[config.mk]
export PLATFORM = sky130hd
export DESIGN_NAME = sdp_pwm
export DESIGN_NICKNAME = d
export VERILOG_FILES = /design/src/rtl/sdp_pkg.sv /design/src/rtl/sdp_pwm.sv
export VERILOG_INCLUDE_DIRS = /design/src /design/src/rtl
export SDC_FILE = /design/constraint.sdc
export NUM_CORES = 1
export LEC_CHECK = 0
export BUFFER_PORTS_ARGS = -buffer_cell sky130_fd_sc_hd__buf_2
export CAP_MARGIN = 15
export CORE_UTILIZATION = 45
export DETAILED_ROUTE_END_ITERATION = 8
export SLEW_MARGIN = 10
export SYNTH_ARGS = -nofsm -noshare
export SYNTH_HDL_FRONTEND = slang
export SYNTH_SLANG_ARGS = --single-unit
[constraint.sdc]
create_clock -name clk -period 5 [get_ports clk]
set_input_delay 0.5 -clock clk [delete_from_list [all_inputs] [get_ports clk]]
set_output_delay 0.5 -clock clk [all_outputs]
set_load 0.005 [all_outputs]
[src/rtl/sdp_map.svh]
`ifndef SDP_MAP_SVH
`define SDP_MAP_SVH
// register word indices; the byte address is four times the index
`define SDP_IDX_STATIC_CTRL    8'ha1
`define SDP_IDX_DYNAMIC_CTRL   8'hb1
// register byte addresses
`define SDP_ADDR_STATIC_CTRL   {2'b00, `SDP_IDX_STATIC_CTRL, 2'b00}
`define SDP_ADDR_DYNAMIC_CTRL  {2'b00, `SDP_IDX_DYNAMIC_CTRL, 2'b00}
`define SDP_ADDR_DUTY_BASE     12'h000
`define SDP_ADDR_PORT_SEL      12'h040
`define SDP_ADDR_PORT_DATA     12'h044
`define SDP_ADDR_FRAME_RELOAD  12'h048
`define SDP_ADDR_LOW_RELOAD    12'h04c
`define SDP_ADDR_DYN_DUTY_A    12'h050
`define SDP_ADDR_DYN_DUTY_B    12'h054
`define SDP_ADDR_DYN_STATUS    12'h058
`define SDP_ADDR_PIN_LEVEL     12'h05c
// field positions
`define SDP_INVERT_BIT         7
// reset values
`define SDP_CTRL_RESET         8'h00
`define SDP_DUTY_RESET         8'h00
`define SDP_LOW_RELOAD_RESET   8'h00
`define SDP_FRAME_RELOAD_RESET 8'hff
// counter advances once every two oscillator periods
`define SDP_PRESCALE_CYCLES    2
`endif

[src/rtl/sdp_pkg.sv]
package sdp_pkg;
	typedef logic [7:0] sdp_byte_t;
	typedef enum logic [1:0] {
		SDP_PIN_PORT  = 2'b01,
		SDP_PIN_PULSE = 2'b10
	} sdp_pin_fn_t;
endpackage

[src/rtl/sdp_pwm.sv]
`timescale 1ns/10ps
`include "sdp_map.svh"
module sdp_pwm
	import sdp_pkg::*;
#(
	parameter int CHANNELS = 8
) (
	input  wire logic                clk,
	input  wire logic                resetn,
	input  wire logic                psel,
	input  wire logic                penable,
	input  wire logic                pwrite,
	input  wire logic [11:0]         paddr,
	input  wire logic [31:0]         pwdata,
	output logic      [31:0]         prdata,
	output logic                     pready,
	output logic                     pslverr,
	input  wire logic                verticalSyncInput,
	input  wire logic [CHANNELS-1:0] staticPinIn,
	output logic      [CHANNELS-1:0] staticPinOut,
	output logic      [CHANNELS-1:0] staticPinOe,
	output logic                     dynamicPulseOutA,
	output logic                     dynamicPulseOeA,
	output logic                     dynamicPulseOutB,
	output logic                     dynamicPulseOeB
);

	sdp_byte_t             staticCtrl_r;
	sdp_byte_t             dynamicCtrl_r;
	sdp_byte_t             duty_r [CHANNELS];
	logic [CHANNELS-1:0]   portSel_r;
	logic [CHANNELS-1:0]   portData_r;
	sdp_byte_t             frameReload_r;
	sdp_byte_t             lowReload_r;
	sdp_byte_t             dynDutyA_r;
	sdp_byte_t             dynDutyB_r;
	logic                  prescale_r;
	sdp_byte_t             staticCount_r;
	sdp_byte_t             lowCount_r;
	sdp_byte_t             blockCount_r;
	logic                  vsMeta_r;
	logic                  vsSync_r;
	logic                  vsPrev_r;
	logic [CHANNELS-1:0]   pinMeta_r;
	logic [CHANNELS-1:0]   pinSync_r;
	logic                  frameStart;
	logic                  lowWrap;
	logic                  tick;
	logic                  wrEn;
	logic                  rdEn;
	logic                  hit;
	logic [31:0]           rdVal;
	logic [CHANNELS-1:0]   staticLevel;
	logic                  levelA;
	logic                  levelB;

	// high while duty compare is at or above counter, low then when inv is set
	function automatic logic pulse_level(input sdp_byte_t duty, input sdp_byte_t cnt,
	                                     input logic inv);
		pulse_level = (duty >= cnt) ^ inv;
	endfunction

	function automatic logic [1:0] pin_drive(input logic lvl, input logic pushPull);
		// open drain drives only low
		pin_drive = pushPull ? {1'b1, lvl} : {~lvl, 1'b0};
	endfunction

	// duty register n sits one word above duty register n - 1
	function automatic logic duty_hit(input logic [11:0] addr, input int idx);
		duty_hit = addr == (`SDP_ADDR_DUTY_BASE + 12'(4 * idx));
	endfunction

	assign wrEn = psel && penable && pwrite;
	assign rdEn = psel && !penable && !pwrite;
	assign tick = prescale_r;
	assign lowWrap = tick && (lowCount_r == 8'hff);
	assign frameStart = vsSync_r && !vsPrev_r;

	// static control: invert and drive type bits
	always_ff @(posedge clk or negedge resetn) begin
		if (!resetn) begin
			staticCtrl_r <= `SDP_CTRL_RESET;
		end else if (wrEn && paddr == `SDP_ADDR_STATIC_CTRL) begin
			staticCtrl_r <= pwdata[7:0];
		end
	end

	// dynamic control: bits 6..2 stay zero
	always_ff @(posedge clk or negedge resetn) begin
		if (!resetn) begin
			dynamicCtrl_r <= `SDP_CTRL_RESET;
		end else if (wrEn && paddr == `SDP_ADDR_DYNAMIC_CTRL) begin
			dynamicCtrl_r <= {pwdata[7], 5'h00, pwdata[1:0]};
		end
	end

	// port function select
	always_ff @(posedge clk or negedge resetn) begin
		if (!resetn) begin
			portSel_r <= '0;
		end else if (wrEn && paddr == `SDP_ADDR_PORT_SEL) begin
			portSel_r <= pwdata[CHANNELS-1:0];
		end
	end

	// port data bits
	always_ff @(posedge clk or negedge resetn) begin
		if (!resetn) begin
			portData_r <= '0;
		end else if (wrEn && paddr == `SDP_ADDR_PORT_DATA) begin
			portData_r <= pwdata[CHANNELS-1:0];
		end
	end

	// blocks per frame reload
	always_ff @(posedge clk or negedge resetn) begin
		if (!resetn) begin
			frameReload_r <= `SDP_FRAME_RELOAD_RESET;
		end else if (wrEn && paddr == `SDP_ADDR_FRAME_RELOAD) begin
			frameReload_r <= pwdata[7:0];
		end
	end

	// low counter reload
	always_ff @(posedge clk or negedge resetn) begin
		if (!resetn) begin
			lowReload_r <= `SDP_LOW_RELOAD_RESET;
		end else if (wrEn && paddr == `SDP_ADDR_LOW_RELOAD) begin
			lowReload_r <= pwdata[7:0];
		end
	end

	// dynamic channel a duty
	always_ff @(posedge clk or negedge resetn) begin
		if (!resetn) begin
			dynDutyA_r <= `SDP_DUTY_RESET;
		end else if (wrEn && paddr == `SDP_ADDR_DYN_DUTY_A) begin
			dynDutyA_r <= pwdata[7:0];
		end
	end

	// dynamic channel b duty
	always_ff @(posedge clk or negedge resetn) begin
		if (!resetn) begin
			dynDutyB_r <= `SDP_DUTY_RESET;
		end else if (wrEn && paddr == `SDP_ADDR_DYN_DUTY_B) begin
			dynDutyB_r <= pwdata[7:0];
		end
	end

	// static duty compare values
	always_ff @(posedge clk or negedge resetn) begin
		if (!resetn) begin
			for (int i = 0; i < CHANNELS; i++) begin
				duty_r[i] <= `SDP_DUTY_RESET;
			end
		end else if (wrEn) begin
			for (int i = 0; i < CHANNELS; i++) begin
				if (duty_hit(paddr, i)) begin
					duty_r[i] <= pwdata[7:0];
				end
			end
		end
	end

	// read decode
	always_comb begin
		rdVal = 32'h0000_0000;
		hit = 1'b1;
		case (paddr)
			`SDP_ADDR_STATIC_CTRL:  rdVal[7:0] = staticCtrl_r;
			`SDP_ADDR_DYNAMIC_CTRL: rdVal[7:0] = dynamicCtrl_r;
			`SDP_ADDR_PORT_SEL:     rdVal[CHANNELS-1:0] = portSel_r;
			`SDP_ADDR_PORT_DATA:    rdVal[CHANNELS-1:0] = portData_r;
			`SDP_ADDR_FRAME_RELOAD: rdVal[7:0] = frameReload_r;
			`SDP_ADDR_LOW_RELOAD:   rdVal[7:0] = lowReload_r;
			`SDP_ADDR_DYN_DUTY_A:   rdVal[7:0] = dynDutyA_r;
			`SDP_ADDR_DYN_DUTY_B:   rdVal[7:0] = dynDutyB_r;
			`SDP_ADDR_DYN_STATUS:   rdVal[15:0] = {blockCount_r, lowCount_r};
			`SDP_ADDR_PIN_LEVEL:    rdVal[CHANNELS-1:0] = pinSync_r;
			default: begin
				hit = 1'b0;
				for (int i = 0; i < CHANNELS; i++) begin
					if (duty_hit(paddr, i)) begin
						rdVal[7:0] = duty_r[i];
						hit = 1'b1;
					end
				end
			end
		endcase
	end

	// apb ready: one wait-free access phase
	always_ff @(posedge clk or negedge resetn) begin
		if (!resetn) begin
			pready <= 1'b0;
		end else begin
			pready <= psel && !penable;
		end
	end

	// apb error: unmapped address refused
	always_ff @(posedge clk or negedge resetn) begin
		if (!resetn) begin
			pslverr <= 1'b0;
		end else begin
			pslverr <= psel && !penable && !hit;
		end
	end

	// apb read data captured in the setup cycle
	always_ff @(posedge clk or negedge resetn) begin
		if (!resetn) begin
			prdata <= 32'h0000_0000;
		end else if (rdEn) begin
			prdata <= hit ? rdVal : 32'h0000_0000;
		end
	end

	// divide by two
	always_ff @(posedge clk or negedge resetn) begin
		if (!resetn) begin
			prescale_r <= 1'b0;
		end else begin
			prescale_r <= ~prescale_r;
		end
	end

	// static counter wraps modulo 256
	always_ff @(posedge clk or negedge resetn) begin
		if (!resetn) begin
			staticCount_r <= 8'h00;
		end else if (tick) begin
			staticCount_r <= staticCount_r + 8'h01;
		end
	end

	// vertical sync synchroniser
	always_ff @(posedge clk or negedge resetn) begin
		if (!resetn) begin
			vsMeta_r <= 1'b0;
			vsSync_r <= 1'b0;
		end else begin
			vsMeta_r <= verticalSyncInput;
			vsSync_r <= vsMeta_r;
		end
	end

	// last synchronised level for the frame edge
	always_ff @(posedge clk or negedge resetn) begin
		if (!resetn) begin
			vsPrev_r <= 1'b0;
		end else begin
			vsPrev_r <= vsSync_r;
		end
	end

	// port pin synchroniser for read-back
	always_ff @(posedge clk or negedge resetn) begin
		if (!resetn) begin
			pinMeta_r <= '0;
			pinSync_r <= '0;
		end else begin
			pinMeta_r <= staticPinIn;
			pinSync_r <= pinMeta_r;
		end
	end

	// timer2 low byte, reloads from low reload on wrap
	always_ff @(posedge clk or negedge resetn) begin
		if (!resetn) begin
			lowCount_r <= 8'h00;
		end else if (frameStart) begin
			lowCount_r <= lowReload_r;
		end else if (tick) begin
			lowCount_r <= (lowCount_r == 8'hff) ? lowReload_r : lowCount_r + 8'h01;
		end
	end

	// timer2 high byte counts blocks within a frame
	always_ff @(posedge clk or negedge resetn) begin
		if (!resetn) begin
			blockCount_r <= 8'h00;
		end else if (frameStart) begin
			blockCount_r <= frameReload_r;
		end else if (lowWrap) begin
			blockCount_r <= (blockCount_r == 8'hff) ? frameReload_r : blockCount_r + 8'h01;
		end
	end

	always_comb begin
		for (int i = 0; i < CHANNELS; i++) begin
			staticLevel[i] = pulse_level(duty_r[i], staticCount_r,
			                             staticCtrl_r[`SDP_INVERT_BIT]);
		end
		levelA = pulse_level(dynDutyA_r, lowCount_r, dynamicCtrl_r[`SDP_INVERT_BIT]);
		levelB = pulse_level(dynDutyB_r, lowCount_r, dynamicCtrl_r[`SDP_INVERT_BIT]);
	end

	// registered static pin drivers
	always_ff @(posedge clk or negedge resetn) begin
		if (!resetn) begin
			staticPinOut <= '0;
			staticPinOe  <= '0;
		end else begin
			for (int i = 0; i < CHANNELS; i++) begin
				if (portSel_r[i]) begin
					{staticPinOe[i], staticPinOut[i]} <= {1'b1, portData_r[i]};
				end else begin
					{staticPinOe[i], staticPinOut[i]} <=
						pin_drive(staticLevel[i], (i == CHANNELS - 1) ? 1'b1 : staticCtrl_r[i]);
				end
			end
		end
	end

	// registered dynamic pin drivers
	always_ff @(posedge clk or negedge resetn) begin
		if (!resetn) begin
			dynamicPulseOutA <= 1'b0;
			dynamicPulseOeA  <= 1'b0;
			dynamicPulseOutB <= 1'b0;
			dynamicPulseOeB  <= 1'b0;
		end else begin
			{dynamicPulseOeA, dynamicPulseOutA} <= pin_drive(levelA, dynamicCtrl_r[0]);
			{dynamicPulseOeB, dynamicPulseOutB} <= pin_drive(levelB, dynamicCtrl_r[1]);
		end
	end

endmodule // sdp_pwm

==> metrics list <==
* Status: finished, final reports clean
- Final Skew: 0.0190 ns
- Number of post-CTS setup repair buffers: 0
* Number of placed I/O pins: 112
- Synthesis inferred 205 register bits.
- Count of cell types in the netlist: 71
* Pin count of the biggest net entering global routing: 104
- dfrtp_1 takes more of the synthesized area than any other cell.
- Once detail routing completed, the nets flagged for antenna violations numbered 0.
* Effective utilization at floorplan: 46.3%
* WL final: 30000 µm
- Hold repair after CTS inserted 0 buffers.
- The post-route netlist has 25.3% of its cells at a drive strength greater than 1.
- Period Utilization, post-route: 54.4%
- At the pin with the least slew margin, the transition time is 1.02 ns.
- The finished layout holds 1391 standard cells, fillers aside.
- Final cell utilization of the core: 51.9%
- Number of global-route vias before repair: 8031
* Critical Setup Path Class: in2reg
* Overall via count from detail_route: 7950
- Resized Gates After CTS: 0
- Global-route congestion overflow total: 0
- Summed over its instances, the top area cell type makes up 43.6% of the synthesized netlist area.
- Dividing the detail-routed via count by the number of cells gives 5.72.
- HPWL after detailed placement: 21100 µm
- Each instance of the synthesized netlist takes up on average 11.5 µm².
- Class of the tightest hold or removal check: in2async
- Synthesized cell area: 11300 µm²
- Summing all non-filler instances in the final layout gives an area of 12700 µm².
- Count of placed standard cells including taps: 1346
- Number of synthesized flops with an enable pin: 0
* Overall routing resource usage: 24.1%
* Power per unit of standard cell area: 301 nW/µm²
- Async S/R FF share, synth: 100%
- Die Span X: 161 µm
- Worst-path maximum fanout: 21
- Across all setup checks in the final design, the least slack found is 2.28 ns.
- STA classifies the critical path startpoint as a primary input.
- Buffer type at the clock tree root: clkbuf_16
- Layout-stage area growth over the synthesis result: 12.2%
* Number of DRC violations after detailed routing: 0
- Data arrives at the worst endpoint at 3.13 ns.
* Iter 0 DRT Violations: 510
- Nature of the critical path endpoint: register
- The final layout contains 1189 nets.
* Count of filler cells inserted in the layout: 2173
- RSZ-0062 raised after global routing: no
- Achievable frequency: 0.367 GHz
* Area of the core: 24500 µm²
- After synthesis, the cell types taking the most area are dfrtp_1, mux2_2, ha_1.
- At the worst endpoint, the required time is 5.40 ns.
- IO Port Bufs: 71
- Synthesis handed over a netlist of 986 instances.
- Slew headroom: 31.6%
* Reg clk slew, reported paths: 0.06 ns
- The number of hold violations in the final report came to 0.
- Among all flip-flop cells after synthesis, the most frequent one is dfrtp_1.
- Number of clock buffers inserted by TritonCTS: 24
- Pins over their slew limit: 0
* Final critical path time including I/O delays and setup: 2.72 ns
- Share of synthesized area occupied by flip-flops and latches: 45.4%
- Buffer levels on the longest clock path: 3
- Leakage: 6.09 nW
- Most frequent cells after synthesis: dfrtp_1, mux2_2, ha_1
- Setup TNS: 0 ns
- The die covers 25800 µm².
- Clk_lat worst skew: 0.54 ns
- Max capacitance violation total: 0
- The first global-routing pass estimated 47400 µm of wire.
- Before CTS, the worst setup slack after placement is 1.78 ns.
* Chip height: 161 µm
- Length of the first detailed-routing pass in iterations: 6
- TritonCTS sink count: 205
- Area after DPL: 11900 µm²
- Gpl congestion: 0.852
- Cell Rows: 57
- Setup violations remaining at the end of the flow were counted as 0.
* Count of warnings emitted by yosys: 0
- In the post-synthesis netlist, the cell with the most instances is dfrtp_1.
- Maximum level of the CTS H-tree: 1
- Clock tree from TritonCTS: built
- After detailed routing, the average wire length per cell comes to 21.6 µm.
- Initial antenna violation count: 3
- Peak supply drop: 0.231 mV
-- cells in the final DEF, fill, tap and decap left out, types with 6 or more instances in the layout --
cell type and n:
dfrtp_1 197, mux2_2 106, ha_1 83, nand2_1 73, buf_2 70, o21ai_0 44
a21oi_1 43, inv_1 36, nor2_1 33, mux2i_1 25, clkbuf_16 24, a21o_1 19
nand3_1 19, nand2b_1 17, conb_1 17, xnor2_1 14, o31ai_1 13, mux4_2 13
o22ai_1 13, o311ai_0 12, or3_1 11, a22o_1 11, nor3_1 10, and2_1 9
mux2_1 8, dfstp_2 8, and3_1 7, o211ai_1 7, o21bai_1 7, nand4_1 6
a22oi_1 6, nor3_4 6
-- layout make-up --
type	instances	area [µm²]	share of cell area [%]
multi-input combinational	706	5790	45.6
sequential	205	5140	40.5
clock buffer	34	688	5.42
tap	324	405	3.19
timing repair buffer	75	395	3.11
clock inverter	10	140	1.10
inverter	36	135	1.06
antenna	1	2.50	0.0197
-- critical path: stages --
cell     delay (ns)
buf_2          0.49
nor4b_4        0.70
nand3_2        0.46
or2_4          0.42
nor2_8         0.18
mux2_1         0.35
-- cell families after synthesis --
kind of cell               Yosys count  synth area share [%]
adders and majority gates           83                  9.18
buffers and inverters               90                  3.93
and+or+nand+nor                    224                  11.4
muxes                              152                  16.1
other                                2                0.0664
AOI/OAI and AO/OA                  213                  12.5
xor gates and xnor gates            17                  1.32
DFF                                205                  45.4
-- flip-flops by register name, summed over array words and instances (netlist names), 3 cells and up --
name	flops
prdata	16
dynamicCtrl_r	3
frameReload_r	8
dynDutyB_r	8
dynDutyA_r	8
staticCtrl_r	8
duty_r	64
staticPinOut	8
pinMeta_r	8
lowCount_r	8
blockCount_r	8
lowReload_r	8
staticCount_r	8
staticPinOe	8
portData_r	8
pinSync_r	8
portSel_r	8
-- where the power goes --
group / switching [mW] / internal, mW / leakage [nW]
Clock: 0.709 / 1.11 / 0.411
Sequential: 0.0351 / 1.70 / 2.63
Combinational: 0.181 / 0.0835 / 3.05
Total: 0.926 / 2.89 / 6.09
-- final timing paths --
kind / end / slack [ns] / cells after the start / startpoint
setup / recovery: duty_r[6] / 2.28 / 6 / paddr[4]
hold / removal: duty_r[59] / 0.03 / 1 / resetn
setup reg to reg: staticPinOe[6] / 2.34 / 7 / staticCount_r[0]
hold reg to reg: pinSync_r[5] / 0.35 / 0 / pinMeta_r[5]
max in group asynchronous: blockCount_r[6] / 3.77 / 2 / resetn
min in group clk: pinMeta_r[4] / 0.07 / 1 / staticPinIn[4]
-- routing by layer --
metal / track usage (%) / part of all wire [%] / vias to the layer above
met5: 0 / 0.077 / -
met4: 6.06 / 1.9 / 4
met3: 4.29 / 5.5 / 41
met2: 36.2 / 44 / 220
met1: 35.7 / 49 / 3937
li1: - / - / 3748
-- through the flow --
stage               power (mW)  hold slack [ns]
finish                    3.82           0.0263
detailed placement        2.02            0.336
floorplan                 1.91            0.204
CTS                       3.86           0.0520
global route              3.96           0.0598
global placement          2.02            0.332
(Power assumes the default switching activity.)
